--- config.mk ---
export PLATFORM = sky130hd
export DESIGN_NAME = fbms_monitor_selector
export DESIGN_NICKNAME = d
export VERILOG_FILES = /design/src/fbms_pkg.sv /design/src/fbms_buf_if.sv /design/src/fbms_send_buf.sv /design/src/fbms_monitor_selector.sv
export VERILOG_INCLUDE_DIRS = /design/src
export SDC_FILE = /design/constraint.sdc
export NUM_CORES = 1
export LEC_CHECK = 0
export ABC_AREA = 0
export BUFFER_PORTS_ARGS = -buffer_cell sky130_fd_sc_hd__buf_2
export CAP_MARGIN = 20
export CORE_AREA = 5 5 279 281
export CTS_CLUSTER_DIAMETER = 80
export DETAILED_ROUTE_END_ITERATION = 8
export DIE_AREA = 0 0 284 286
export SYNTH_ARGS = -nofsm -noshare
export SYNTH_HDL_FRONTEND = slang
export SYNTH_HIERARCHICAL = 1
export SYNTH_SLANG_ARGS = --single-unit
--- constraint.sdc ---
create_clock -name clk -period 17.5 [get_ports clk]
set_input_delay 3.5 -clock clk [delete_from_list [all_inputs] [get_ports clk]]
set_output_delay 3.5 -clock clk [all_outputs]
set_load 0.1 [all_outputs]
--- src/fbms_cfg.svh ---
`ifndef FBMS_CFG_SVH
`define FBMS_CFG_SVH

// ==========================================================
// timing
`define FBMS_CLK_MHZ          200
`define FBMS_REFRESH_US       1000
`define FBMS_REFRESH_CYCLES   (`FBMS_REFRESH_US * `FBMS_CLK_MHZ)

// ==========================================================
// selection codes
`define FBMS_SEL_STATUS       4'h1
`define FBMS_SEL_POSITION     4'h2
`define FBMS_SEL_COUNTER      4'h3
`define FBMS_AUX_ARBITRARY    16'h0000
`define FBMS_AUX_SEQUENTIAL   16'h0001

// ==========================================================
// override error codes
`define FBMS_ERR_NORMAL       16'h0000
`define FBMS_ERR_PARSE        16'h1000
`define FBMS_ERR_NVM_BUSY     16'h2003

// ==========================================================
// drive alarm qualifying status-1 values
`define FBMS_ALARM_S1_A       8'h25
`define FBMS_ALARM_S1_B       8'h35
`define FBMS_ALARM_S1_C       8'h45
`define FBMS_ALARM_S1_D       8'h55

// ==========================================================
// word layout
`define FBMS_NUM_WORDS        16
`define FBMS_W_STAT_BASE      4
`define FBMS_W_ALARM          8
`define FBMS_W_POS_BASE       4
`define FBMS_W_POS_STAT       12

// firmware revision gating counter monitor, x100
`define FBMS_MIN_FW_REV       16'h01A9

`endif

--- src/fbms_pkg.sv ---
package fbms_pkg;
    typedef logic [15:0] fbms_word_t;
    typedef logic [3:0]  fbms_sel_t;
    typedef enum logic [1:0] {
        FBMS_IDLE,
        FBMS_LOAD,
        FBMS_CHECK
    } fbms_phase_e;
endpackage

--- src/fbms_buf_if.sv ---
`timescale 1ns/100ps
`default_nettype none
// ==========================================================
// send buffer write port and read port
interface fbms_buf_if;
    logic                 wr_en;
    logic [3:0]           wr_addr;
    fbms_pkg::fbms_word_t wr_data;
    logic [3:0]           rd_addr;
    fbms_pkg::fbms_word_t rd_data;
    modport writer (output wr_en, output wr_addr, output wr_data, output rd_addr, input rd_data);
    modport mem    (input wr_en, input wr_addr, input wr_data, input rd_addr, output rd_data);
endinterface
`default_nettype wire

--- src/fbms_send_buf.sv ---
`timescale 1ns/100ps
`default_nettype none
// ==========================================================
// sixteen-word send buffer, registered read
module fbms_send_buf (
    input  wire logic  clk,
    fbms_buf_if.mem    bus
);
    fbms_pkg::fbms_word_t mem_r [0:15];

    // write and registered read
    always_ff @(posedge clk) begin
        if (bus.wr_en) begin
            mem_r[bus.wr_addr] <= bus.wr_data;
        end
        bus.rd_data <= mem_r[bus.rd_addr];
    end
endmodule
`default_nettype wire

--- src/fbms_monitor_selector.sv ---
`timescale 1ns/100ps
`default_nettype none
`include "fbms_cfg.svh"
// Behaviour
// - override errors: 0000h ok, 1000h, 2003h
// - monitor words refresh from selection once per buffer reload
// - send buffer reloaded every millisecond
// - buffer loaded before check output updates
// - check output equals data selection input
// - 1 status, 2 position, 3 counter, rest reserved
// - counter monitor only from firmware 4.25
// - status layout: word0, zeros, status, alarm
// - alarm word only for 25h/35h/45h/55h
// - word 0 low byte echoes check value
// - status byte 0 flag bit meanings
// - status byte 2 operation mode encoding
// - position layout: word0, zeros, axes, status
// - coordinates signed 32-bit, 0.01 mm units
module fbms_monitor_selector #(
    parameter int unsigned REFRESH_CYCLES = `FBMS_REFRESH_CYCLES
) (
    input  wire logic        clk,
    input  wire logic        sys_rst,
    input  wire logic [3:0]  data_select_input,
    input  wire logic [15:0] aux_select_word,
    input  wire logic [15:0] fw_revision,
    // status byte 0 flags
    input  wire logic        st_error,
    input  wire logic        st_executing,
    input  wire logic        st_paused,
    input  wire logic        st_homing,
    input  wire logic        st_homed,
    input  wire logic        st_in_position,
    input  wire logic        st_param2_modified,
    input  wire logic [7:0]  status1_code,
    // status byte 2 mode fields
    input  wire logic [1:0]  run_mode,
    input  wire logic [1:0]  exec_mode,
    input  wire logic        single_op_mode,
    input  wire logic        pulse_train_mode,
    input  wire logic        pendant_on,
    input  wire logic        host_on,
    input  wire logic        servo_on,
    input  wire logic [7:0]  drive_alarm_code,
    input  wire logic [31:0] axis1_pos,
    input  wire logic [31:0] axis2_pos,
    input  wire logic [31:0] axis3_pos,
    input  wire logic [31:0] axis4_pos,
    input  wire logic [255:0] counter_words,
    // override command result inputs
    input  wire logic        ovr_done,
    input  wire logic        ovr_parse_fail,
    input  wire logic        nvm_writing,
    output logic [3:0]       select_check_output,
    output logic [255:0]     response_words,
    output logic [15:0]      ovr_error_code,
    output logic             buffer_updated
);
    // ==========================================================
    // input synchronisers
    logic [3:0]  sel_s1_r, sel_s2_r;
    logic [15:0] aux_s1_r, aux_s2_r;

    always_ff @(posedge clk or posedge sys_rst) begin
        if (sys_rst) begin
            sel_s1_r <= 4'h0;
            sel_s2_r <= 4'h0;
            aux_s1_r <= 16'h0000;
            aux_s2_r <= 16'h0000;
        end else begin
            sel_s1_r <= data_select_input;
            sel_s2_r <= sel_s1_r;
            aux_s1_r <= aux_select_word;
            aux_s2_r <= aux_s1_r;
        end
    end

    // ==========================================================
    // millisecond tick
    logic [31:0] tick_cnt_r;
    logic        tick;
    assign tick = (tick_cnt_r == REFRESH_CYCLES - 1);

    always_ff @(posedge clk or posedge sys_rst) begin
        if (sys_rst) begin
            tick_cnt_r <= 32'h0;
        end else if (tick) begin
            tick_cnt_r <= 32'h0;
        end else begin
            tick_cnt_r <= tick_cnt_r + 32'h1;
        end
    end

    // ==========================================================
    // status bytes
    logic [7:0] stat0, stat1, stat2, stat3;
    logic       alarm_valid;
    assign stat0 = {st_param2_modified, 1'b0, st_in_position, st_homed,
                    st_homing, st_paused, st_executing, st_error};
    assign stat1 = status1_code;
    assign stat2 = {host_on, pendant_on, pulse_train_mode, single_op_mode,
                    exec_mode, run_mode};
    assign stat3 = {7'h00, servo_on};
    assign alarm_valid = (status1_code == `FBMS_ALARM_S1_A) || (status1_code == `FBMS_ALARM_S1_B)
                      || (status1_code == `FBMS_ALARM_S1_C) || (status1_code == `FBMS_ALARM_S1_D);

    // ==========================================================
    // load sequencer
    fbms_pkg::fbms_phase_e phase_r;
    logic [3:0]            widx_r;
    logic [3:0]            sel_lat_r;
    logic [15:0]           aux_lat_r;
    logic [3:0]            check_r;
    logic                  upd_r;
    logic                  cnt_ok;
    assign cnt_ok = (fw_revision >= `FBMS_MIN_FW_REV);

    always_ff @(posedge clk or posedge sys_rst) begin
        if (sys_rst) begin
            phase_r   <= fbms_pkg::FBMS_IDLE;
            widx_r    <= 4'h0;
            sel_lat_r <= 4'h0;
            aux_lat_r <= 16'h0000;
        end else begin
            unique case (phase_r)
                fbms_pkg::FBMS_IDLE: begin
                    if (tick) begin
                        sel_lat_r <= sel_s2_r;
                        aux_lat_r <= aux_s2_r;
                        widx_r    <= 4'h0;
                        phase_r   <= fbms_pkg::FBMS_LOAD;
                    end
                end
                fbms_pkg::FBMS_LOAD: begin
                    widx_r <= widx_r + 4'h1;
                    if (widx_r == 4'hF) begin
                        phase_r <= fbms_pkg::FBMS_CHECK;
                    end
                end
                fbms_pkg::FBMS_CHECK: begin
                    // last word written; the read-back pipe drains from here
                    phase_r <= fbms_pkg::FBMS_IDLE;
                end
            endcase
        end
    end

    // ==========================================================
    // word formatter
    fbms_pkg::fbms_word_t word_val;
    logic [31:0]          pos_sel;
    logic [1:0]           axis_idx;
    logic                 cnt_sel;

    // counter monitor only on capable firmware and a known aux mode
    assign cnt_sel = (sel_lat_r == `FBMS_SEL_COUNTER) && cnt_ok
                  && (aux_lat_r == `FBMS_AUX_ARBITRARY || aux_lat_r == `FBMS_AUX_SEQUENTIAL);

    always_comb begin
        axis_idx = 2'(widx_r - 4'(`FBMS_W_POS_BASE) >> 1);
        unique case (axis_idx)
            2'h0: pos_sel = axis1_pos;
            2'h1: pos_sel = axis2_pos;
            2'h2: pos_sel = axis3_pos;
            default: pos_sel = axis4_pos;
        endcase
    end

    always_comb begin
        word_val = 16'h0000;
        if (widx_r == 4'h0) begin
            word_val = {8'h00, 4'h0, sel_lat_r};
            if (cnt_sel) begin
                word_val[11:8] = aux_lat_r[3:0]; // counter mode shown in the high byte
            end
        end else if (sel_lat_r == `FBMS_SEL_STATUS) begin
            if (widx_r == 4'h4) word_val = {8'h00, stat0};
            else if (widx_r == 4'h5) word_val = {8'h00, stat1};
            else if (widx_r == 4'h6) word_val = {8'h00, stat2};
            else if (widx_r == 4'h7) word_val = {8'h00, stat3};
            else if (widx_r == 4'(`FBMS_W_ALARM) && alarm_valid) word_val = {8'h00, drive_alarm_code};
        end else if (sel_lat_r == `FBMS_SEL_POSITION) begin
            if (widx_r >= 4'(`FBMS_W_POS_BASE) && widx_r < 4'(`FBMS_W_POS_STAT)) begin
                word_val = widx_r[0] ? pos_sel[31:16] : pos_sel[15:0];
            end else if (widx_r == 4'hC) word_val = {8'h00, stat0};
            else if (widx_r == 4'hD) word_val = {8'h00, stat1};
            else if (widx_r == 4'hE) word_val = {8'h00, stat2};
            else if (widx_r == 4'hF) word_val = {8'h00, stat3};
        end else if (cnt_sel) begin
            word_val = counter_words[{widx_r, 4'h0} +: 16];
        end
    end

    // ==========================================================
    // send buffer
    fbms_buf_if buf_bus ();
    assign buf_bus.wr_en   = (phase_r == fbms_pkg::FBMS_LOAD);
    assign buf_bus.wr_addr = widx_r;
    assign buf_bus.wr_data = word_val;
    assign buf_bus.rd_addr = widx_r - 4'h1; // read trails the write by one word

    fbms_send_buf u_buf (
        .clk (clk),
        .bus (buf_bus)
    );

    // ==========================================================
    // read-back tracking: which buffer word the read data holds
    // refresh period must exceed the 19-cycle load and drain
    logic       rd_vld_r;
    logic [3:0] rd_idx_r;
    logic [1:0] chk_dly_r;

    always_ff @(posedge clk or posedge sys_rst) begin
        if (sys_rst) begin
            rd_vld_r <= 1'b0;
            rd_idx_r <= 4'h0;
        end else begin
            rd_vld_r <= ((phase_r == fbms_pkg::FBMS_LOAD) && (widx_r != 4'h0))
                     || (phase_r == fbms_pkg::FBMS_CHECK);
            rd_idx_r <= widx_r - 4'h1;
        end
    end

    // ==========================================================
    // response words, copied from the send buffer as it is read back
    logic [255:0] resp_r;
    always_ff @(posedge clk or posedge sys_rst) begin
        if (sys_rst) begin
            resp_r <= 256'h0;
        end else if (rd_vld_r) begin
            resp_r[{rd_idx_r, 4'h0} +: 16] <= buf_bus.rd_data;
        end
    end

    // ==========================================================
    // check output raised only after the last word has landed
    always_ff @(posedge clk or posedge sys_rst) begin
        if (sys_rst) begin
            chk_dly_r <= 2'h0;
            check_r   <= 4'h0;
            upd_r     <= 1'b0;
        end else begin
            chk_dly_r <= {chk_dly_r[0], (phase_r == fbms_pkg::FBMS_CHECK)};
            upd_r     <= chk_dly_r[1];
            if (chk_dly_r[1]) begin
                check_r <= sel_lat_r;
            end
        end
    end

    // ==========================================================
    // override error code
    logic [15:0] ovr_r;
    always_ff @(posedge clk or posedge sys_rst) begin
        if (sys_rst) begin
            ovr_r <= `FBMS_ERR_NORMAL;
        end else if (ovr_done) begin
            if (nvm_writing) ovr_r <= `FBMS_ERR_NVM_BUSY;
            else if (ovr_parse_fail) ovr_r <= `FBMS_ERR_PARSE;
            else ovr_r <= `FBMS_ERR_NORMAL;
        end
    end

    assign select_check_output = check_r;
    assign response_words      = resp_r;
    assign ovr_error_code      = ovr_r;
    assign buffer_updated      = upd_r;
endmodule
`default_nettype wire

==> Yosys cells after proc, flatten, opt, wreduce, memory -nomap -nowiden <==
Memory sizes are Yosys's and may differ from the RTL's. A register that Yosys moved wholly into a read port is not among the register bits.
Index checks and enable logic that the tools add are counted.
{ "word_totals": {"mem_count": 1, "mem_bits_ro": 0, "mem_bits_rw": 256, "reg_bits": 382, "output_inout_bits": 277, "wordCells": 99, "inputBits": 457, "latchBits": 0} }
{ "classes": {"shifts": 3, "n_mul": 0, "n_addsub": 5, "eq_ne": 24, "div_mod_pow": 0, "n_reduce_logical": 19, "magnitude_cmp": 3, "muxes": 28, "bitwise": 0} }
{ "memory_table": {"columns": ["memory", "words", "word_bits", "read_ports", "rd_clocked_by_memory_dff", "write_ports", "line_no", "rtl"], "rows": [
  ["u_buf.mem_r", 16, 16, 1, 1, 1, "fbms_send_buf.sv:9", "fbms_pkg::fbms_word_t mem_r [0:15];"]
]} }
{ "ops": {"columns": ["op", "n"], "rows": [
  ["256-bit bitwise mux", 1],
  ["16-bit by 10-bit variable shift with 256-bit output, first input constant", 1],
  ["16-bit by 10-bit variable part select with 256-bit output", 1],
  ["256-bit by 9-bit variable part select with 16-bit output", 1],
  ["16-bit 2-to-1 mux", 6],
  ["32-bit one-hot mux with 3 select lines", 1],
  ["8-bit 2-to-1 mux", 8],
  ["32-bit by 1-bit adder with 32-bit output, second input constant", 1],
  ["32-bit by 18-bit equality test with 1-bit output, second input constant", 1],
  ["32-bit 2-to-1 mux", 1],
  ["4-bit equality test, second input constant", 5],
  ["16-bit by 1-bit equality test with 1-bit output, second input constant", 1],
  ["4-bit by 3-bit equality test with 1-bit output, second input constant", 4],
  ["8-bit by 6-bit equality test with 1-bit output, second input constant", 2],
  ["8-bit by 7-bit equality test with 1-bit output, second input constant", 2],
  ["16-bit by 9-bit >= comparator with 1-bit output, second input constant", 1],
  ["16-bit zero test", 1],
  ["14-bit 2-to-1 mux", 1],
  ["13-bit 2-to-1 mux", 1],
  ["8-bit negation with 10-bit output", 1],
  ["4-bit by 2-bit equality test with 1-bit output, second input constant", 2],
  ["4-bit 2-to-1 mux", 2],
  ["4-bit one-hot mux with 2 select lines", 1],
  ["2-bit one-hot mux with 3 select lines", 1],
  ["19 further kinds", 35]
]} }

==> Depth between registers and ports, before layout <==
Gate-level depths: netlist of run 1.
{ "depth": {"depth_word": 12, "depth_mapped": 13, "ltp_nobuf": 8} }

==> Hierarchy <==
The synthesis of run 1 kept the hierarchy.
{ "by_module_without_submodules": {"columns": ["module", "instances", "area_per_inst_um2", "cells_per_inst", "seq_area_each_um2"], "rows": [
  ["fbms_monitor_selector", 1, 17870.9, 1540, 9208.8],
  ["fbms_send_buf", 1, 10042.1, 432, 8007.7]
]} }

==> Worst setup path after synthesis of run 1 <==
Ideal clock, no wire load.
{ "synth_path": {"path_type": "input-to-reg", "from": "in status1_code[3]", "to": "mem u_buf/mem_r[0][6] (netlist bit) (data pin)", "n_path_buf": 0, "stages": 6, "arrival_time_ps": 5392, "t_required_ps": 17160, "setup_ps": 340, "slack_ps": 11768, "path_cell_list": "nand4bb_1 -> a2111oi_4 -> and2_1 -> nand2_1 -> a22o_1 -> a211oi_1"} }
{ "synth_via": {"elab_chain_cells": 12, "elab_cells_between_ends": 15, "classes_between": "4 x eq/ne; 7 x mux; 4 x reduce/logical"} }
{ "synth_lines": {"columns": ["item", "line_no", "rtl"], "rows": [
  ["start, declared", "fbms_monitor_selector.sv:35", "input wire logic [7:0] status1_code,"],
  ["8-bit by 6-bit equality test with 1-bit output (no source line)", null, null],
  ["1-bit logical OR (2 in a row)", "fbms_monitor_selector.sv:104", "assign alarm_valid = (status1_code == `FBMS_ALARM_S1_A) || (status1_code == `FBMS_ALARM_S1_B)"],
  ["1-bit logical OR (*)", "fbms_monitor_selector.sv:104", null],
  ["1-bit logical AND (*)", "fbms_monitor_selector.sv:181", "else if (widx_r == 4'(`FBMS_W_ALARM) && alarm_valid) word_val = {8'h00, drive_alarm_code};"],
  ["8-bit 2-to-1 mux (*)", "fbms_monitor_selector.sv:181", null],
  ["8-bit 2-to-1 mux (*)", "fbms_monitor_selector.sv:180", "else if (widx_r == 4'h7) word_val = {8'h00, stat3};"],
  ["8-bit 2-to-1 mux (*)", "fbms_monitor_selector.sv:179", "else if (widx_r == 4'h6) word_val = {8'h00, stat2};"],
  ["8-bit 2-to-1 mux (*)", "fbms_monitor_selector.sv:178", "else if (widx_r == 4'h5) word_val = {8'h00, stat1};"],
  ["8-bit 2-to-1 mux (*)", "fbms_monitor_selector.sv:177", "if (widx_r == 4'h4) word_val = {8'h00, stat0};"],
  ["16-bit 2-to-1 mux (*)", "fbms_monitor_selector.sv:176", "end else if (sel_lat_r == `FBMS_SEL_STATUS) begin"],
  ["16-bit 2-to-1 mux (*)", "fbms_monitor_selector.sv:171", "if (widx_r == 4'h0) begin"],
  ["named net buf_bus.wr_data[6]", "fbms_buf_if.sv:8", "fbms_pkg::fbms_word_t wr_data;"],
  ["end, declared", "fbms_send_buf.sv:9", null]
]} }
Mark *: on every way through the listed nets, which the timed path passes. The rest lies on a longest branch.

==> Worst setup path after layout of run 1 <==
{ "layout_path": {"from": "in status1_code[5]", "to": "mem u_buf/mem_r[1][4] (netlist bit) (data pin)"} }
The elaborated chain is that of the path after synthesis.

==> out/metrics.csv, run 1 <==
metric,value,unit
status,completed,
detail_route.first_pass.iterations,5,
synth-async-reset-ratio,57.5,%
slowest_stage,a221oi_1,
slew_violations,0,
clock_path_buffers,3,
maxCapViolations,0,
critPathKind,input pin to register,
rsz0062_at_grt,false,
worstPathArrival,5740,ps
drtIter0Drc,1361,
crit_top_cell,buf_2,
rows,101,
postSynthCellCount,1972,
synth_edf_count,256,
via_per_inst,5.42,
p_leak,15.9,nW
ys_seq_area_share,61.7,%
hpwl,72500,µm
antenna_found_initial,34,
io_buffer_count,721,
wirelength,97500,µm
path_buf_inv,2,
area_growth,25.2,%
track_usage,23.2,%
synth_area_leaders,"dfrtp_1, edfxtp_1, mux4_2",
timing.rr.end,u_buf/mem_r[1][4]$_DFFE_PP_,
clk_latency,610,ps
cp-startpoint,status1_code[5],
synth_flop_cell,dfrtp_1,
fill_cells,6764,
cts_tree,built,
ant_nets,0,
synth_largest_area_cell,dfrtp_1,
ir_drop,0.0000575,V
cts_hold_buf,0,
fin_crit_sh,30.9,%
cts.repair.resized,0,
cts_setup_buffers,0,
worstMarginPinSlew,1150,ps
worstPathRequired,17840,ps
cts_root_buf,clkbuf_16,
die_w,284,µm
cts_buffers,71,
fin_nets,3156,
vias,20200,
grt_pass1_wl,140000,µm
min_period,5400,ps
yosysWarnings,6,
end_kind,register,
dieArea,0.0812,mm²
grt_max_degree,175,
synth_seq_cells,640,
hold_viol_final,0,
core,0.0752,mm²
post-place-ws,11150,ps
crit_end,u_buf/mem_r[1][4]$_DFFE_PP_,
ys_types,71,
setup_ws,12100,ps
rrSetupSlack,13200,ps
path_clk_slew,60,ps
drive_gt1_share,43.6,%
h-tree-depth,3,
slew_headroom,23.0,%
cp_slowest_stage_delay,500,ps
synth_top_area_share,33.0,%
skew,31.1,ps
finalSetupViolCount,0,
crit_path_cell_trace,"buf_2, xnor2_1, a2111oi_4, and2_1, a22o_1, a221oi_1, o21ai_0, buf_2",
initial_utilization,37.1,%
remaining_drc_errors,0,
r2r_start,buf_bus.wr_addr[3]$_DFFE_PP0P_,
syn_avg_cell_area,14.2,µm²
critPathLaunchType,input pin,
grt-ovfl-total,0,
cp_top_family,compound AO/OA/AOI/OAI gates,
chipHeight,286,µm
cts_sinks,640,
wl_per_cell,26.1,µm
gp_congestion,0.971,
grt_pass1_vias,20900,
ff2ff_path_depth,9,
hp-class,register to register,
ioPinCount,734,
fmax,185,MHz
power_density,90.1,mW/mm²
setup_tns,0,ps
cp_max_fo,9,
cp.depth,8,
netlist_area,0.0279,mm²
final_util,46.5,%
==> cell type report <==
cell class / instances / area, µm² / share of cell area (%)
timing repair buffer: 767 / 3980 / 11.4
clock inverter: 28 / 298 / 0.852
tap: 978 / 1220 / 3.50
sequential: 640 / 17200 / 49.3
inverter: 26 / 109 / 0.312
multi-input combinational: 1177 / 10000 / 28.7
antenna: 13 / 32.5 / 0.0931
clock buffer: 100 / 2030 / 5.80
==> kinds of logic after synthesis <==
kind of cell / count (synthesis) / synth area share (%)
flip-flops: 640 / 61.7
adder cells (fa/ha/maj): 16 / 0.717
buffers and inverters: 166 / 2.88
other: 1 / 0.0134
XOR/XNOR: 30 / 0.941
multiplexers: 327 / 19.3
AND/OR/NAND/NOR: 470 / 7.50
AO/OA/AOI/OAI: 322 / 6.93
==> cells in the final DEF, fill, tap and decap left out, types with 8 or more instances in the layout <==
cell type / count
buf_2: 723
dfrtp_1: 365
nand2_1: 292
edfxtp_1: 256
o21ai_0: 170
mux4_2: 141
mux2_2: 137
clkbuf_16: 73
nor2_1: 43
buf_4: 41
a21oi_1: 38
a22oi_1: 33
inv_1: 22
nand3_1: 22
mux2_1: 20
xor2_1: 19
mux2i_1: 19
clkbuf_1: 17
ha_1: 16
dfxtp_1: 16
diode_2: 13
and3_1: 13
nor2_2: 13
a31oi_1: 12
a211oi_1: 12
clkinv_2: 12
conb_1: 12
xnor2_1: 11
nor3_1: 10
nor4_1: 10
a22o_1: 10
clkbuf_8: 10
mux4_1: 10
and2_1: 8
nand2b_1: 8
o22ai_1: 8
nand3b_1: 8
==> layer usage <==
metal,share of wire [%],vias up,GRT usage (%)
li1,-,8784,-
met1,37,10200,27.4
met2,51,953,40.8
met3,7.2,196,5.25
met4,4.2,22,9.84
met5,0.13,-,0
==> through the flow <==
stage | hold slack (ps) | instances | cell area [µm²] | total power, W
finish | 346 | 3729 | 34900 | 0.00315
global placement | 334 | 3582 | 32500 | 0.00171
floorplan | 331 | 1983 | 28000 | 0.00164
detailed placement | 336 | 3584 | 32500 | 0.00171
CTS | 344 | 3712 | 34800 | 0.00318
global route | 353 | 3728 | 34900 | 0.00325
==> state kept, by name, indices dropped and copies added, names as in the netlist, 16 cells and up <==
name and cells:
aux_lat_r 16, aux_s1_r 16, aux_s2_r 16, response_words 256, tick_cnt_r 32, u_buf/bus.rd_data 16
u_buf/mem_r 256
==> synthesized netlist by cell type (10+ instances only) <==
master and n:
dfrtp_1 368, nand2_1 292, edfxtp_1 256, o21ai_0 172, mux4_2 141, mux2_2 137, clkbuf_1 56, nor2_1 56
a21oi_1 38, a22oi_1 33, buf_2 30, inv_1 25, buf_4 24, buf_1 23, nand3_1 22, mux2_1 20
mux2i_1 19, nor3_1 19, xor2_1 19, dfxtp_1 16, ha_1 16, and3_1 13, a211oi_1 12, a31oi_1 12
xnor2_1 11, a22o_1 10, mux4_1 10, nor4_1 10
==> power by group <==
group,total [W],switching (W),internal [W]
Clock,0.00146,0.000602,0.000862
Combinational,0.000125,0.0000698,0.0000551
Sequential,0.00156,0.00000143,0.00156
Total,0.00315,0.000673,0.00247
==> worst min-delay path by stage <==
stage	from	to	slack (ps)	cells after the start
finish	sel_s1_r[3]$_DFF_PP0_	sel_s2_r[3]$_DFF_PP0_	350	0
global route	sel_s1_r[2]$_DFF_PP0_	sel_s2_r[2]$_DFF_PP0_	350	0
CTS	chk_dly_r[0]$_DFF_PP0_	chk_dly_r[1]$_DFF_PP0_	340	0
detailed placement	sel_s1_r[3]$_DFF_PP0_	sel_s2_r[3]$_DFF_PP0_	340	0
global placement	aux_s1_r[1]$_DFF_PP0_	aux_s2_r[1]$_DFF_PP0_	330	0
floorplan	aux_s1_r[0]$_DFF_PP0_	aux_s2_r[0]$_DFF_PP0_	330	0
No activity file was read; power rests on OpenSTA's default activity.
==> inputs of run 2 (changes only) <==
- clock period: 17.5 -> 4.45 ns (I/O delays scaled with it)
==> run 2 against run 1 <==
Via count up 0.46%. Final area grew 0.65%. Utilization rose by 0.30 points. Hold slack worse by 2.2 ps. Sequential power rose to 3.9 times the previous value. Combinational power increased to 4.2 times the previous value. Cell count increased by 0.48%. Non-clock buffer count increased by 27. Clock skew decreased by 2.6 ps.
==> out/metrics.csv, run 2 (synthesis results as in run 1) <==
metric,value,unit
status,completed,
grt_pass1_vias,21200,
area_growth,26.0,%
die_w,284,µm
worstMarginPinSlew,1090,ps
initial_utilization,37.1,%
layout_common_cells,"buf_2, dfrtp_1, nand2_1",
h-tree-depth,3,
power_density,353,mW/mm²
wl_per_cell,27.1,µm
final_util,46.8,%
io_buffer_count,721,
hold_viol_final,0,
critPathLaunchType,register,
clk_latency,600,ps
setup_tns,0,ps
clock_path_buffers,3,
fin_nets,3181,
grt_pass1_wl,145000,µm
mostFrequentLayoutCell,buf_2,
worstPathRequired,4780,ps
grt-ovfl-total,0,
cts.repair.resized,0,
drtIter0Drc,1582,
setup_ws,894,ps
post-place-ws,742,ps
chipHeight,286,µm
cp_max_fo,21,
hp-class,register to register,
cts_sinks,640,
worstPathArrival,3890,ps
ant_nets,0,
track_usage,24.2,%
maxCapViolations,0,
dieArea,0.0812,mm²
finalSetupViolCount,0,
vias,20300,
cts_setup_buffers,0,
path_clk_slew,60,ps
cts_hold_buf,0,
slew_violations,0,
min_period,3560,ps
rows,101,
cts_buffers,69,
slew_headroom,27.3,%
remaining_drc_errors,0,
wirelength,102000,µm
core,0.0752,mm²
fmax,281,MHz
end_kind,register,
p_leak,16.1,nW
grt_max_degree,124,
via_per_inst,5.42,
critPathKind,register to register,
rsz0062_at_grt,false,
antenna_found_initial,20,
hpwl,76800,µm
ioPinCount,734,
skew,28.5,ps
drive_gt1_share,44.2,%
cts_root_buf,clkbuf_16,
detail_route.first_pass.iterations,5,
cts_tree,built,
fin_crit_sh,79.9,%
ir_drop,0.000231,V
fill_cells,6759,
gp_congestion,0.999,
power,0.0124,W
run 2: cell types whose count changed in the layout (fill, tap and decap cells not counted), sizes merged:
cell	before	now
clkinv	21	19
bufinv	3	4
diode	13	7
clkinvlp	2	3
buf	767	793
clkbuf	100	98
run 2: final timing paths:
check | startpoint | to | slack, ps | cells past startpoint
worst max-delay path | buf_bus.wr_addr[1]$_DFFE_PP0P_ | u_buf/mem_r[9][1]$_DFFE_PP_ | 890 | 10
worst min-delay path | sel_s1_r[3]$_DFF_PP0_ | sel_s2_r[3]$_DFF_PP0_ | 340 | 0
min in group asynchronous | sys_rst | response_words[169]$_DFFE_PP0P_ | 410 | 2
worst max register to register | buf_bus.wr_addr[1]$_DFFE_PP0P_ | u_buf/mem_r[9][1]$_DFFE_PP_ | 890 | 10
worst min register to register | sel_s1_r[3]$_DFF_PP0_ | sel_s2_r[3]$_DFF_PP0_ | 340 | 0
max in group asynchronous | sys_rst | response_words[17]$_DFFE_PP0P_ | 2930 | 3
run 2: power breakdown:
part	internal (W)	total, W	switching (W)
clock	0.00341	0.00578	0.00237
combinational	0.000220	0.000519	0.000299
sequential	0.00612	0.00613	0.00000651
run 2: per-layer routing:
layer	share of wire [%]	vias to the layer above	GRT usage [%]
li1	-	8840	-
met3	7.2	197	4.79
met2	51	996	42.5
met5	0.033	-	0
met4	4.4	6	10.0
met1	37	10300	29.3
run 2: through the flow:
step	std cells	hold WS [ps]	cell area, µm²
finish	3747	343	35200
global route	3746	354	35200
CTS	3737	343	35100
detailed placement	3612	335	32800
global placement	3607	336	32700
floorplan	1983	331	28000
run 2: cell type report:
cell class	count	area (µm²)	share of cell area, %
Sequential cell	640	17200	49.0
Tap cell	978	1220	3.48
Inverter	26	104	0.295
Clock inverter	28	332	0.943
Multi-Input combinational cell	1177	10000	28.6
Timing Repair Buffer	794	4230	12.0
Antenna cell	7	17.5	0.0498
Clock buffer	97	2000	5.67
run 2: worst max-delay path, stage by stage (launching register included):
cell and delay (ps):
dfrtp_4 600, inv_1 120, buf_4 220, ha_1 650
inv_1 290, mux2_2 340, nand2_1 70, o221ai_1 110
a211oi_1 240, o21ai_0 330, buf_2 290
